## src/hdl/slif_defs.vh

```
// Offsets, field positions, reset values and timing counts for the sub-level flag block.
// Included by the flag block; holds definitions only.
`ifndef SLIF_DEFS_VH
`define SLIF_DEFS_VH

// Register offsets
`define SLIF_SYS_FLAGS_ADDR   8'h02
`define SLIF_SYS_MASK_ADDR    8'h03
`define SLIF_CHG_FLAGS_ADDR   8'h04

// Reset values
`define SLIF_FLAGS_RESET      8'h00
`define SLIF_SYS_MASK_RESET   8'h3F

// System flag positions
`define SLIF_SYS_LONG_PRESS   5
`define SLIF_SYS_HEAT_EARLY   4
`define SLIF_SYS_OVERHEAT     3
`define SLIF_SYS_RAIL_LOW     2
`define SLIF_SYS_WATCHDOG     1
`define SLIF_SYS_INPUT        0

// Charger flag positions
`define SLIF_CHG_DEAD_TIMER   6
`define SLIF_CHG_INPUT_CAP    5
`define SLIF_CHG_FAST_TIMER   4
`define SLIF_CHG_PRE_TIMER    3
`define SLIF_CHG_CELL_PRESENT 2
`define SLIF_CHG_CELL_LEVEL   1
`define SLIF_CHG_GOOD         0

// Writable bit sets
`define SLIF_SYS_FLAG_BITS    8'h3F
`define SLIF_CHG_FLAG_BITS    8'h7F

// Summary bit positions
`define SLIF_TOP_SYS_GROUP    3
`define SLIF_TOP_CHG_GROUP    2

// Long press time: 5 ms at 100 MHz
`define SLIF_CLK_MHZ          100
`define SLIF_LONG_PRESS_US    5000
`define SLIF_LONG_PRESS_CYC   (`SLIF_LONG_PRESS_US * `SLIF_CLK_MHZ)

`endif

```

## src/hdl/slif_sub_level_flags.v

```verilog
// Sub-level system and charger event flags with the system mask register.
// Assumes a byte-wide register port whose full 8-bit offset is decoded in this block, and status inputs from analog monitors.
//
// Overview of operation
// RL1: Key held low past 5 ms sets bit 5
// RL2: Die heat at warning level sets bit 4
// RL3: Die heat at cutoff level sets bit 3
// RL4: System rail below warning sets bit 2
// RL5: Watchdog expiry sets and holds bit 1
// RL6: Input supply status change sets bit 0
// RL7: Flag registers 02h/04h reset zero, write-clear
// RL8: Mask register 03h read-write, 1 masks flag
// RL9: Mask bits 5..0 reset to 1, upper zero
// RL10: Dead charge timer expiry sets charger bit 6
// RL11: Input current limit sets charger bit 5
// RL12: Fast charge timer expiry sets bit 4
// RL13: Pre-charge timer expiry sets bit 3
// RL14: Cell presence change sets charger bit 2
// RL15: Cell level change sets charger bit 1
// RL16: Charger good change sets charger bit 0
// RL17: Group summary bits clear when groups empty
// RL18: Only first unmasked event asserts interrupt
// RL19: Write one clears; same-cycle event wins
// RL20: Masked events still flag, not interrupt
`timescale 1ns/100ps
`include "slif_defs.vh"

module slif_sub_level_flags #(
	parameter LONG_PRESS_CYC = `SLIF_LONG_PRESS_CYC
) (
	// Clock, reset and enable
	input  wire       clk,
	input  wire       reset,
	input  wire       clk_en,
	// Register port
	input  wire [7:0] reg_addr,
	input  wire       reg_wr,
	input  wire [7:0] reg_wdata,
	output reg  [7:0] reg_rdata,
	// Pins from outside the clock domain
	input  wire       power_key_n,
	input  wire       die_heat_warn,
	input  wire       die_heat_cutoff,
	input  wire       sys_rail_low,
	input  wire       input_supply_ok,
	input  wire       cell_present_status,
	input  wire       cell_level_ok,
	input  wire       charger_good,
	// Event pulses from on-chip timers on this clock
	input  wire       watchdog_expired,
	input  wire       dead_charge_expired,
	input  wire       input_current_capped,
	input  wire       fast_charge_expired,
	input  wire       precharge_expired,
	// Summary and interrupt
	output reg        system_group_flag,
	output reg        charger_group_flag,
	output reg        irq_out_n
);

	localparam NSYNC = 8;

	// Two-stage synchronisers for the asynchronous status pins
	reg  [NSYNC-1:0] sync1_reg;
	reg  [NSYNC-1:0] sync2_reg;
	reg  [NSYNC-1:0] prev_reg;
	wire [NSYNC-1:0] raw_in;
	assign raw_in = {charger_good, cell_level_ok, cell_present_status, input_supply_ok,
		sys_rail_low, die_heat_cutoff, die_heat_warn, power_key_n};

	wire key_n_s     = sync2_reg[0];
	wire heat_warn_s = sync2_reg[1];
	wire heat_cut_s  = sync2_reg[2];
	wire rail_low_s  = sync2_reg[3];

	// Status-change detection on synchronised levels only
	wire [NSYNC-1:0] changed = sync2_reg ^ prev_reg;

	reg  [7:0]  sys_flags_reg;
	reg  [7:0]  sys_flags_next;
	reg  [7:0]  sys_mask_reg;
	reg  [7:0]  chg_flags_reg;
	reg  [7:0]  chg_flags_next;
	reg  [31:0] press_cnt_reg;
	reg         press_done_reg;
	reg         irq_pending_reg;
	reg  [7:0]  sys_evt;
	reg  [7:0]  chg_evt;
	reg  [7:0]  rdata_next;

	wire wr_sys_flags = reg_wr && (reg_addr == `SLIF_SYS_FLAGS_ADDR);
	wire wr_sys_mask  = reg_wr && (reg_addr == `SLIF_SYS_MASK_ADDR);
	wire wr_chg_flags = reg_wr && (reg_addr == `SLIF_CHG_FLAGS_ADDR);

	// Event set wins over a write-one clear in the same cycle
	function [7:0] flag_update;
		input [7:0] cur;
		input [7:0] evt;
		input       clr_en;
		input [7:0] clr;
		input [7:0] valid;
		begin
			flag_update = ((cur & ~(clr_en ? clr : 8'h00)) | evt) & valid;
		end
	endfunction

	// Long press: count key-low cycles since the falling edge, fire once per press
	wire press_fire = !key_n_s && !press_done_reg && (press_cnt_reg >= LONG_PRESS_CYC);

	always @* begin
		sys_evt = 8'h00;
		sys_evt[`SLIF_SYS_LONG_PRESS] = press_fire; // RL1
		sys_evt[`SLIF_SYS_HEAT_EARLY] = heat_warn_s; // RL2
		sys_evt[`SLIF_SYS_OVERHEAT]   = heat_cut_s; // RL3
		sys_evt[`SLIF_SYS_RAIL_LOW]   = rail_low_s; // RL4
		sys_evt[`SLIF_SYS_WATCHDOG]   = watchdog_expired; // RL5
		sys_evt[`SLIF_SYS_INPUT]      = changed[4]; // RL6
		chg_evt = 8'h00;
		chg_evt[`SLIF_CHG_DEAD_TIMER]   = dead_charge_expired; // RL10
		chg_evt[`SLIF_CHG_INPUT_CAP]    = input_current_capped; // RL11
		chg_evt[`SLIF_CHG_FAST_TIMER]   = fast_charge_expired; // RL12
		chg_evt[`SLIF_CHG_PRE_TIMER]    = precharge_expired; // RL13
		chg_evt[`SLIF_CHG_CELL_PRESENT] = changed[5]; // RL14
		chg_evt[`SLIF_CHG_CELL_LEVEL]   = changed[6]; // RL15
		chg_evt[`SLIF_CHG_GOOD]         = changed[7]; // RL16
	end

	always @* begin
		sys_flags_next = flag_update(sys_flags_reg, sys_evt, wr_sys_flags, reg_wdata,
			`SLIF_SYS_FLAG_BITS); // RL19
		chg_flags_next = flag_update(chg_flags_reg, chg_evt, wr_chg_flags, reg_wdata,
			`SLIF_CHG_FLAG_BITS); // RL19
	end

	// Only the system group carries a mask here; charger flags always count
	reg  [7:0] sys_mask_next;
	always @* begin
		sys_mask_next = sys_mask_reg;
		if (wr_sys_mask) begin
			sys_mask_next = reg_wdata; // RL8
		end
	end
	wire [7:0] sys_unmasked_next = sys_flags_next & ~sys_mask_next; // RL20

	wire any_unmasked_next = (|sys_unmasked_next) || (|chg_flags_next);
	// New unmasked flag that was not already pending
	wire new_unmasked = ((|(sys_flags_next & ~sys_flags_reg & ~sys_mask_next)) ||
		(|(chg_flags_next & ~chg_flags_reg)) ||
		(|(sys_flags_reg & sys_mask_reg & ~sys_mask_next)));

	always @* begin
		case (reg_addr)
			`SLIF_SYS_FLAGS_ADDR: rdata_next = sys_flags_next;
			`SLIF_SYS_MASK_ADDR:  rdata_next = sys_mask_next;
			`SLIF_CHG_FLAGS_ADDR: rdata_next = chg_flags_next;
			default:              rdata_next = 8'h00;
		endcase
	end

	always @(posedge clk or posedge reset) begin
		if (reset) begin
			// Idle levels: key and status high, level conditions low, so no false flag
			sync1_reg          <= 8'hF1;
			sync2_reg          <= 8'hF1;
			prev_reg           <= 8'hF1;
			press_cnt_reg      <= 32'h0000_0000;
			press_done_reg     <= 1'b0;
			sys_flags_reg      <= `SLIF_FLAGS_RESET; // RL7
			chg_flags_reg      <= `SLIF_FLAGS_RESET; // RL7
			sys_mask_reg       <= `SLIF_SYS_MASK_RESET; // RL9
			irq_pending_reg    <= 1'b0;
			reg_rdata          <= 8'h00;
			system_group_flag  <= 1'b0;
			charger_group_flag <= 1'b0;
			irq_out_n          <= 1'b1;
		end else if (clk_en) begin
			sync1_reg <= raw_in;
			sync2_reg <= sync1_reg;
			prev_reg  <= sync2_reg;
			// Counter saturates so a key held for minutes cannot wrap and refire
			if (key_n_s) begin
				press_cnt_reg  <= 32'h0000_0000;
				press_done_reg <= 1'b0;
			end else begin
				if (press_cnt_reg < LONG_PRESS_CYC) begin
					press_cnt_reg <= press_cnt_reg + 32'h0000_0001;
				end
				if (press_fire) begin
					press_done_reg <= 1'b1; // RL1
				end
			end
			sys_flags_reg <= sys_flags_next;
			chg_flags_reg <= chg_flags_next;
			sys_mask_reg  <= sys_mask_next;
			reg_rdata     <= rdata_next;
			system_group_flag  <= |sys_flags_next; // RL17
			charger_group_flag <= |chg_flags_next; // RL17
			// Interrupt stays low until no unmasked flag remains; repeats do not retrigger
			if (!any_unmasked_next) begin
				irq_pending_reg <= 1'b0;
				irq_out_n       <= 1'b1;
			end else if (new_unmasked || irq_pending_reg) begin
				irq_pending_reg <= 1'b1; // RL18
				irq_out_n       <= 1'b0; // RL20
			end
		end
	end

endmodule // slif_sub_level_flags

```

## config.mk

```make
export PLATFORM = sky130hd
export DESIGN_NAME = slif_sub_level_flags
export DESIGN_NICKNAME = d
export VERILOG_FILES = /design/src/hdl/slif_sub_level_flags.v
export VERILOG_INCLUDE_DIRS = /design/src /design/src/hdl
export SDC_FILE = /design/constraint.sdc
export NUM_CORES = 1
export LEC_CHECK = 0
export ABC_AREA = 0
export BUFFER_PORTS_ARGS = -buffer_cell sky130_fd_sc_hd__buf_4
export CAP_MARGIN = 15
export CORE_UTILIZATION = 60
export CTS_BUF_LIST = sky130_fd_sc_hd__clkbuf_2 sky130_fd_sc_hd__clkbuf_4 sky130_fd_sc_hd__clkbuf_8
export DETAILED_ROUTE_END_ITERATION = 8
export PLACE_DENSITY = 0.78
export SLEW_MARGIN = 0
export SYNTH_ARGS = -nofsm -noshare
export SYNTH_HDL_FRONTEND = slang
export SYNTH_SLANG_ARGS = --single-unit
```

## constraint.sdc

```tcl
create_clock -name clk -period 3.32 [get_ports clk]
set_input_delay 0.166 -clock clk [delete_from_list [all_inputs] [get_ports clk]]
set_output_delay 0.166 -clock clk [all_outputs]
set_load 0.02 [all_outputs]
```

==> impl_metrics.csv, run 1 <==
group,metric,value,unit
critical_path,worstPathMaxFanout,7,
power,irDropWorstVdd,0.353,mV
critical_path,arrival,2790,ps
die,num_rows,30,
sta,drv_slew,0,
logic_synthesis,synthesis.nets,442,
global_routing,grtUsageTotal,28.4,%
critical_path,slowest_delay,520,ps
detailed_routing,routed_via_density,6.22,
critical_path,reg2reg_slack,800,ps
logic_synthesis,synth-edff-count,0,
critical_path,start_kind,"flop",
power,sw_frac_of_total,27.3,%
detailed_routing,vias,3448,
final_layout,drive_gt1_share,28.6,%
sta,rsz0062_at_grt,"false",
power,pwr_density_cell,444,nW/um2
logic_synthesis,synth_top_area_share,37.7,%
logic_synthesis,ys_warn_count,0,
sta,period_share,75.9,%
power,seqPwrFrac,53.7,%
detailed_routing,drt_wl_total,9.85,mm
cts,root_buffer,"clkbuf_8",
global_routing,grt_pass1_wl,16.3,mm
cts,cts.sinks,86,
power,leakagePower,2.19,nW
worst_hold_path,hp-class,"input pin to flop",
die,start_util,62.8,%
logic_synthesis,yosys.area.top_type,"dfrtp_1",
logic_synthesis,yosysMostFrequentCell,"dfrtp_1",
critical_path,crit_type,"flop to flop",
logic_synthesis,synth.cell_area,4310,um2
placed_design,dp.cells,537,
placed_design,post-dp-hpwl,7.08,mm
power,p_int,1.60,mW
sta,tightest_slew,846,ps
final_layout,nets,488,
global_routing,grt_max_degree,69,
detailed_routing,drc,0,
sta,period_needed,2520,ps
die,io-pin-count,44,
cts,clkLatencyLatePin,360,ps
sta,relSlewSlack,43.1,%
run_status,status,"complete, no violations",
logic_synthesis,ys_async_sr_fraction,100,%
logic_synthesis,synth_common_cells,"dfrtp_1, nor2_1, a21oi_1",
power,switchingPower,0.600,mW
cts,cts_max_path_buffers,2,
critical_path,crit_slowest_cell,"o41ai_2",
global_routing,antenna_found_initial,0,
logic_synthesis,yosys_register_bits,86,
logic_synthesis,syn_area_per_cell,10.6,um2
power,pwr-share-clk,35.0,%
cts,cts_tree,"done",
logic_synthesis,yosysSeqAreaShare,50.5,%
final_layout,stdcell_count,554,
critical_path,cp_cell_sequence,"o41ai_2 > a311oi_2 > o21bai_2 > nand4_1 > or3_1 > a21oi_1",
logic_synthesis,syn-instance-count,407,
placed_design,port_buffers,43,
final_layout,antenna_cells,0,
sta,fin_worst_skew,14.1,ps
die,core-area,6870,um2
sta,setup_viol,0,
logic_synthesis,synth_flop_cell,"dfrtp_1",
die,die_x,86.8,um
cts,clk_pin_slew_worst_paths,100,ps
die,die_y,86.8,um
die,die_area,7530,um2
sta,tns,0,ps
cts,cts_buffers,9,
final_layout,post-route-util,72.1,%
placed_design,routabilityCongestion,0.944,
detailed_routing,drtIter0Drc,381,
critical_path,required,3590,ps
detailed_routing,antenna_left,0,
detailed_routing,drtPass1Iterations,5,
cts,htree_levels,3,
sta,max_freq,397,MHz
power,comb_power_share,11.3,%
sta,final_hold_viol_count,0,
global_routing,grt_overflow,0,
logic_synthesis,ys_top_cells_by_area,"dfrtp_1, dfstp_2, mux2_2",
global_routing,grt_pass1_vias,3251,
job,drv_cap,0,
final_layout,largest_reg_flops,32,
detailed_routing,post_drt_wl_per_cell,17.8,um
critical_path,cp-end-kind,"flop",
logic_synthesis,ys_types,60,
final_layout,area_delta_synth_final,14.8,%
layer usage:
metal / vias up / global-route usage (%) / part of all wire, %
met5: - / 0 / 0
met4: 0 / 9.09 / 1.7
met2: 133 / 42.7 / 45
met1: 1696 / 41.9 / 47
met3: 18 / 4.86 / 6.1
li1: 1601 / - / -
power by group through the flow:
stage | clock network [mW] | registers (mW) | logic [mW]
6_report | 0.769 | 1.18 | 0.250
5_1_grt | 0.821 | 1.19 | 0.277
4_1_cts | 0.782 | 1.18 | 0.252
3_5_place_dp | 0 | 1.20 | 0.248
3_3_place_gp | 0 | 1.20 | 0.237
2_1_floorplan | 0 | 1.19 | 0.162
worst paths after layout:
kind,endpoint,cells after the start,startpoint
worst max-delay path,press_cnt_reg[13]$_DFFE_PP0P_,6,press_cnt_reg[12]$_DFFE_PP0P_
worst min-delay path,sync1_reg[6]$_DFFE_PP1P_,2,cell_level_ok
worst max register to register,press_cnt_reg[13]$_DFFE_PP0P_,6,press_cnt_reg[12]$_DFFE_PP0P_
worst min register to register,press_cnt_reg[25]$_DFFE_PP0P_,1,press_cnt_reg[25]$_DFFE_PP0P_
max in group asynchronous,irq_out_n$_DFFE_PP1P_,4,reset
min in group asynchronous,sync1_reg[2]$_DFFE_PP0P_,3,reset
layout make-up:
type / count / area, um2
clock buffers: 9 / 124
inverters: 17 / 65.1
flip-flops and latches: 86 / 2180
repair buffers: 49 / 370
multi-input cells: 290 / 2010
well taps: 96 / 120
fillers: 503 / 1920
clock inverters: 7 / 80.1
what timing repair did:
item                                   in CTS  in global routing
gates resized for setup                     0                  0
endpoints found under the hold margin      28                  0
hold buffers                                1                  0
buffers inserted                            0                  0
cells by family after synthesis:
group	synth area share, %
AOI/OAI and AO/OA	13.9
muxes	10.1
adders and majority gates	0.580
xor gates and xnor gates	3.45
and+or+nand+nor	18.7
DFF	50.5
buffers and inverters	2.81
worst max-delay path: cells and delay by family (launching register included):
family | cells | cell delay [ps]
AO/OA/AOI/OAI | 4 | 1230
flip-flops | 1 | 450
AND/OR/NAND/NOR | 2 | 750
stage by stage:
stage	instance area (um2)	hold WS [ps]	worst slack (ps)	power, mW
2_1_floorplan	4310	312	967	1.35
3_3_place_gp	4740	298	691	1.43
3_5_place_dp	4740	303	608	1.45
4_1_cts	4950	31.2	856	2.22
5_1_grt	4950	24.8	590	2.29
6_report	4950	40.7	799	2.20
layout by cell type, fill, tap and decap left out, types with 3 or more instances in the layout:
| cell | count |
|---|---|
| nand3_1 | 14 |
| a21o_1 | 3 |
| or3_1 | 3 |
| nor3_1 | 7 |
| o221ai_1 | 3 |
| buf_4 | 48 |
| nand2_1 | 14 |
| mux2_2 | 31 |
| nand3b_1 | 3 |
| nor2b_1 | 4 |
| clkinv_2 | 3 |
| dfstp_2 | 21 |
| o22ai_1 | 7 |
| a31oi_1 | 4 |
| nand4_1 | 14 |
| xor2_1 | 15 |
| a22o_1 | 3 |
| o21ai_0 | 3 |
| a41oi_1 | 5 |
| dfrtp_1 | 65 |
| a222oi_1 | 3 |
| o2bb2ai_1 | 5 |
| and2_1 | 14 |
| a21oi_1 | 32 |
| mux2i_1 | 7 |
| nor2_1 | 45 |
| inv_1 | 16 |
| clkbuf_8 | 9 |
| and3_1 | 11 |
| nor4_1 | 3 |
No activity file was read; power rests on OpenSTA's default activity.
==> run 2, diff against run 1 <==
Settings changed: ABC_AREA 0 to 1, CORE_UTILIZATION 60 to 55, PLACE_DENSITY 0.78 to 0.75.
Clock period 3.32 ns to 2.1 ns, I/O delays scaled along.
==> run 2 against run 1 <==
Compared with the run above: setup slack got worse by 540 ps; combinational power rose by 110%; die area rose by 14%; critical path type unchanged; first-iteration DRC count fell by 11%; critical endpoint is now press_cnt_reg[16]$_DFFE_PP0P_; register-to-register slack got worse by 540 ps; clock skew fell by 8.0 ps; sequential share of layout area fell by 2.7 points; critical path depth rose by 1; sequential cell count did not move; final cell count rose by 36%; global-route usage fell by 3.1 points.
==> impl_metrics.csv, run 2 <==
group,metric,value,unit
critical_path,crit_slowest_cell,"nor3_1",
power,comb_power_share,14.5,%
critical_path,arrival,2130,ps
final_layout,antenna_cells,0,
cts,cts_buffers,9,
sta,drv_slew,0,
logic_synthesis,synthesis.nets,629,
placed_design,dp_slack,150,ps
die,die_x,92.5,um
worst_hold_path,hp-class,"input pin to flop",
job,drv_cap,0,
critical_path,cp-end-kind,"flop",
cts,clkLatencyLatePin,360,ps
logic_synthesis,yosysMostFrequentCell,"nand2_1",
placed_design,routabilityCongestion,0.920,
placed_design,post-dp-hpwl,7.09,mm
sta,period_needed,1840,ps
logic_synthesis,ys_async_sr_fraction,100,%
critical_path,critical_path_buf_inv_count,0,
critical_path,critical_path.most_common_cell,"nor3_1",
cts,cts.sinks,86,
sta,tns,0,ps
cts,clk_pin_slew_worst_paths,90,ps
global_routing,grt_pass1_vias,3810,
logic_synthesis,ys_top_cells_by_area,"dfrtp_1, nand2_1, dfstp_2",
detailed_routing,antenna_left,0,
critical_path,crit_family,"simple AND/OR/NAND/NOR gates",
detailed_routing,wl_met1,4.69,mm
detailed_routing,vias,3895,
critical_path,endpoint,"press_cnt_reg[16]$_DFFE_PP0P_",
global_routing,grt_pass1_wl,16.9,mm
detailed_routing,post_drt_wl_per_cell,13.1,um
sta,fin_worst_skew,6.16,ps
final_layout,final_common_cell,"nand2_1",
placed_design,port_buffers,43,
cts,cts_max_path_buffers,2,
detailed_routing,drt_wl_total,9.90,mm
final_layout,area_delta_synth_final,17.1,%
die,num_rows,32,
logic_synthesis,synth_top_area_share,36.1,%
critical_path,worst-path-stages,7,
logic_synthesis,synth_flop_cell,"dfrtp_1",
final_layout,mostFrequentLayoutCells,"nand2_1, inv_1, dfrtp_1",
power,leakagePower,2.56,nW
cts,htree_levels,3,
final_layout,drive_gt1_share,18.9,%
cts,root_buffer,"clkbuf_8",
sta,whs,39.4,ps
cts,cts_tree,"done",
global_routing,antenna_found_initial,0,
global_routing,grt_max_degree,58,
detailed_routing,drtPass1Iterations,5,
final_layout,design_area,5280,um2
sta,final_hold_viol_count,0,
die,die_area,8550,um2
power,p_int,2.59,mW
logic_synthesis,syn-instance-count,594,
critical_path,cp_cell_sequence,"ha_1 > nand2_1 > nor3_1 > nand3_1 > nor3_1 > o21ai_0 > a21oi_1",
sta,setup_viol,0,
run_status,status,"complete, no violations",
sta,setup_ws,264,ps
critical_path,crit_type,"flop to flop",
global_routing,grt_overflow,0,
detailed_routing,drtIter0Drc,340,
critical_path,slowest_delay,400,ps
final_layout,largest_reg_flops,32,
die,core-area,7810,um2
logic_synthesis,ys_warn_count,0,
sta,max_freq,545,MHz
detailed_routing,top_layer_used,"met4",
logic_synthesis,yosys_register_bits,86,
critical_path,start_kind,"flop",
critical_path,r2r_start,"press_cnt_reg[0]$_DFFE_PP0P_",
detailed_routing,drc,0,
sta,tightest_slew,592,ps
critical_path,reg2reg_slack,260,ps
power,seqPwrFrac,52.1,%
detailed_routing,routed-wl-met2,4.56,mm
power,pwr_density_cell,684,nW/um2
global_routing,grtUsageTotal,25.3,%
die,die_y,92.5,um
logic_synthesis,synth.cell_area,4500,um2
final_layout,nets,682,
logic_synthesis,synth_common_cells,"nand2_1, inv_1, dfrtp_1",
power,irDropWorstVdd,0.552,mV
logic_synthesis,ys_types,37,
critical_path,reg2reg_depth,7,
die,io-pin-count,44,
critical_path,cp-startpoint,"press_cnt_reg[0]$_DFFE_PP0P_",
placed_design,place_area,4940,um2
logic_synthesis,yosysSeqAreaShare,48.4,%
die,start_util,57.7,%
critical_path,timing.rr.end,"press_cnt_reg[16]$_DFFE_PP0P_",
logic_synthesis,yosys.area.top_type,"dfrtp_1",
logic_synthesis,syn_area_per_cell,7.58,um2
sta,period_share,87.5,%
power,sw_frac_of_total,28.3,%
power,switchingPower,1.02,mW
detailed_routing,routed_via_density,5.17,
critical_path,required,2390,ps
power,pwr-share-clk,33.4,%
sta,relSlewSlack,60.4,%
sta,rsz0062_at_grt,"true",
detailed_routing,dr_wl_met3,524,um
critical_path,worstPathMaxFanout,4,
logic_synthesis,synth-edff-count,0,
run 2: cell count changes in the layout (fill, tap and decap cells not counted), moves of 18 or more:
| cell | delta |
|---|---|
| nand2_1 | +147 |
| a21oi_1 | -18 |
| o21ai_0 | +42 |
| inv_1 | +66 |
| mux2_2 | -30 |
| nand3_1 | +22 |
run 2: repair_timing:
item / in CTS / in global routing
buffers inserted: 0 / 2
hold endpoints to repair: 28 / 0
hold buffers: 9 / 0
setup endpoints to repair: 0 / 9
resized for setup: 0 / 7
run 2: worst min-delay path by stage:
| stage | start | to | slack (ps) | cells after the start |
|---|---|---|---|---|
| global placement | reset | press_cnt_reg[22]$_DFFE_PP0P_ | 210 | 2 |
| floorplan | power_key_n | sync1_reg[0]$_DFFE_PP1P_ | 200 | 2 |
| detailed placement | reset | press_cnt_reg[20]$_DFFE_PP0P_ | 210 | 2 |
| CTS | reg_wdata[7] | sys_mask_reg[7]$_DFFE_PP0P_ | 30 | 3 |
| global route | watchdog_expired | sys_flags_reg[1]$_DFFE_PP0P_ | 40 | 3 |
| finish | reg_wdata[7] | sys_mask_reg[7]$_DFFE_PP0P_ | 40 | 3 |
run 2: per-layer routing:
layer | vias up | GRT usage, %
met4 | 0 | 7.94
li1 | 1991 | -
met2 | 102 | 41.0
met3 | 12 | 5.58
met1 | 1790 | 33.9
met5 | - | 0
run 2: cells by family (layout without fill, tap and decap cells):
logic type / after synthesis / in the layout / synth area share (%)
simple gates: 303 / 303 / 29.4
flops: 86 / 86 / 48.4
xor+xnor: 4 / 4 / 0.778
fa+ha+maj: 2 / 2 / 0.556
compound gates: 89 / 89 / 10.7
mux: 2 / 2 / 0.472
buf+inv: 108 / 166 / 9.75
run 2: worst min-delay path, delay by kind of cell:
| kind | cells | cell delay, ps |
|---|---|---|
| AO/OA/AOI/OAI | 2 | 180 |
| buffers and inverters | 1 | 70 |
run 2: layout make-up:
class,instances,area [um2]
clock buffer,10,138
clock inverter,6,67.6
tap,102,128
timing repair buffer,63,528
multi-input combinational,400,1910
fill,656,2530
sequential,86,2180
inverter,87,330
run 2: power groups by stage:
stage	combinational [mW]	clock, mW	sequential (mW)
after CTS	0.519	1.23	1.88
final	0.524	1.21	1.88
after global placement	0.489	0	1.90
after detailed placement	0.502	0	1.91
after floorplan	0.339	0	1.90
after global routing	0.598	1.31	1.90
run 2: metrics by stage:
| step | total power, mW | util (%) | instances |
|---|---|---|---|
| after floorplan | 2.23 | - | 594 |
| after global placement | 2.39 | 63.2 | 727 |
| after detailed placement | 2.41 | 63.2 | 727 |
| after CTS | 3.63 | 67.0 | 752 |
| after global routing | 3.80 | 67.6 | 754 |
| final | 3.61 | 67.6 | 754 |
==> run 3, diff against run 2 <==
Clock period 2.1 ns to 1.6 ns, I/O delays scaled along.
==> run 3 against run 2 <==
Compared with the run above: the run now ends with negative setup slack left; sequential share of layout area is 4.1 points lower; final cell count is 8.2% higher; critical path depth is 3 higher; non-clock buffer count is 62 higher; cell area is 11% higher; hold slack worse by 6.8 ps; combinational power is 68% higher; via count is 9.9% higher; setup slack worse by 400 ps; first-iteration DRC count is 31% lower; critical endpoint is now press_cnt_reg[3]$_DFFE_PP0P_; largest cell class unchanged.
==> impl_metrics.csv, run 3 (synthesis gave the netlist of run 2 again) <==
group,metric,value,unit
power,seqPwrFrac,52.0,%
detailed_routing,drtPass1Iterations,5,
final_layout,drive_gt1_share,29.0,%
die,core-area,7810,um2
detailed_routing,drt_wl_total,11.1,mm
power,sw_frac_of_total,30.0,%
global_routing,grt_max_degree,58,
power,leakagePower,2.91,nW
run_status,failed_checks,"negative setup slack",
critical_path,slowest_delay,400,ps
power,pwr-share-clk,29.5,%
global_routing,grtUsageTotal,27.6,%
die,die_x,92.5,um
sta,setup_ws,-134,ps
detailed_routing,wl_met1,5.01,mm
sta,final_hold_viol_count,0,
global_routing,grt_overflow,0,
detailed_routing,top_layer_used,"met4",
run_status,status,"finished, violations left",
critical_path,worstPathMaxFanout,9,
power,p_int,3.32,mW
detailed_routing,antenna_left,0,
detailed_routing,post_drt_wl_per_cell,13.7,um
placed_design,routabilityCongestion,0.895,
sta,tightest_slew,520,ps
worst_hold_path,hp-class,"input pin to flop",
power,switchingPower,1.43,mW
cts,cts_max_path_buffers,2,
detailed_routing,routed-wl-met2,5.42,mm
sta,setup_viol,20,
detailed_routing,drc,0,
detailed_routing,drtIter0Drc,236,
cts,cts.sinks,86,
final_layout,nets,744,
detailed_routing,routed_via_density,5.25,
detailed_routing,vias,4282,
sta,relSlewSlack,65.3,%
die,die_area,8550,um2
worst_hold_path,hp-start,"watchdog_expired",
global_routing,grt_pass1_wl,18.5,mm
sta,period_needed,1730,ps
global_routing,grt_pass1_vias,4121,
final_layout,final_common_cell,"nand2_1",
job,drv_cap,0,
final_layout,area_delta_synth_final,29.9,%
critical_path,arrival,2010,ps
cts,root_buffer,"clkbuf_8",
cts,clk_pin_slew_worst_paths,90,ps
die,io-pin-count,44,
power,pwr_density_cell,812,nW/um2
power,comb_power_share,18.5,%
cts,htree_levels,3,
final_layout,largest_reg_flops,32,
critical_path,cp-startpoint,"press_cnt_reg[31]$_DFFE_PP0P_",
global_routing,antenna_found_initial,0,
sta,fin_worst_skew,6.57,ps
die,start_util,57.7,%
placed_design,post-dp-hpwl,7.82,mm
final_layout,stdcell_count,816,
critical_path,cp_cell_sequence,"nor3_2 > nand3_1 > nor2_2 > nand4_1 > nand2_2 > inv_2 > buf_12 > o21ai_2 > nand2_1 > a31oi_1",
final_layout,post-route-util,74.9,%
die,die_y,92.5,um
critical_path,required,1870,ps
sta,whs,32.6,ps
cts,cts_buffers,9,
sta,max_freq,577,MHz
critical_path,crit_type,"flop to flop",
power,irDropWorstVdd,0.555,mV
sta,period_share,108,%
critical_path,start_kind,"flop",
critical_path,r2r_start,"press_cnt_reg[31]$_DFFE_PP0P_",
cts,cts_tree,"done",
placed_design,port_buffers,43,
final_layout,antenna_cells,0,
detailed_routing,dr_wl_met3,554,um
critical_path,crit_slowest_cell,"dfrtp_1",
sta,drv_slew,0,
die,num_rows,32,
critical_path,cp-end-kind,"flop",
final_layout,mostFrequentLayoutCells,"nand2_1, buf_4, inv_1",
sta,tns,-1600,ps
sta,rsz0062_at_grt,"true",
placed_design,dp.cells,785,
cts,clkLatencyLatePin,360,ps
[run 3: routing by layer]
metal	global-route usage, %	vias up
li1	-	2119
met1	36.7	2003
met2	45.8	145
met3	4.52	15
met4	9.77	0
met5	0	-
[run 3: final timing paths]
path / end / slack, ps / depth (start not counted)
worst max-delay path: press_cnt_reg[3]$_DFFE_PP0P_ / -130 / 10
worst min-delay path: sys_flags_reg[1]$_DFFE_PP0P_ / 30 / 3
worst max register to register: press_cnt_reg[3]$_DFFE_PP0P_ / -130 / 10
worst min register to register: sync1_reg[0]$_DFFE_PP1P_ / 470 / 2
max in group asynchronous: sys_mask_reg[5]$_DFFE_PP1P_ / 920 / 4
min in group asynchronous: sync1_reg[3]$_DFFE_PP0P_ / 340 / 4
[run 3: power groups by stage]
stage / Combinational [mW] / Sequential [mW] / Clock, mW
floorplan: 0.444 / 2.49 / 0
global placement: 0.757 / 2.50 / 0
detailed placement: 0.786 / 2.51 / 0
CTS: 0.836 / 2.47 / 1.43
global route: 0.981 / 2.49 / 1.53
finish: 0.879 / 2.47 / 1.40
[run 3: area by class of cell]
cell class	instances	area [um2]
Clock buffer	10	131
Clock inverter	6	46.3
Fill cell	585	1960
Inverter	87	330
Multi-Input combinational cell	400	2030
Sequential cell	86	2180
Tap cell	102	128
Timing Repair Buffer	125	1000
[run 3: worst max-delay path: cells and delay by family, from the launching register on]
kind                   cells  cell delay [ps]
AO/OA/AOI/OAI              2              280
buffers and inverters      2              210
flip-flops                 1              400
AND/OR/NAND/NOR            6              750
[run 3: per-stage QoR]
stage	area [um2]	total power [mW]	worst slack, ps
5_1_grt	5850	5.00	-312
4_1_cts	5760	4.73	-93.7
6_report	5850	4.75	-134
2_1_floorplan	4510	2.93	45.4
3_5_place_dp	5390	3.29	-251
3_3_place_gp	5390	3.25	-181
[run 3: timing repair]
action | CTS | global route
pin swaps | 1 | 6
endpoints found under the setup margin | 22 | 39
endpoints found under the hold margin | 89 | 0
hold buffers | 10 | 0
gates resized for setup | 24 | 22
setup buffers | 3 | 3
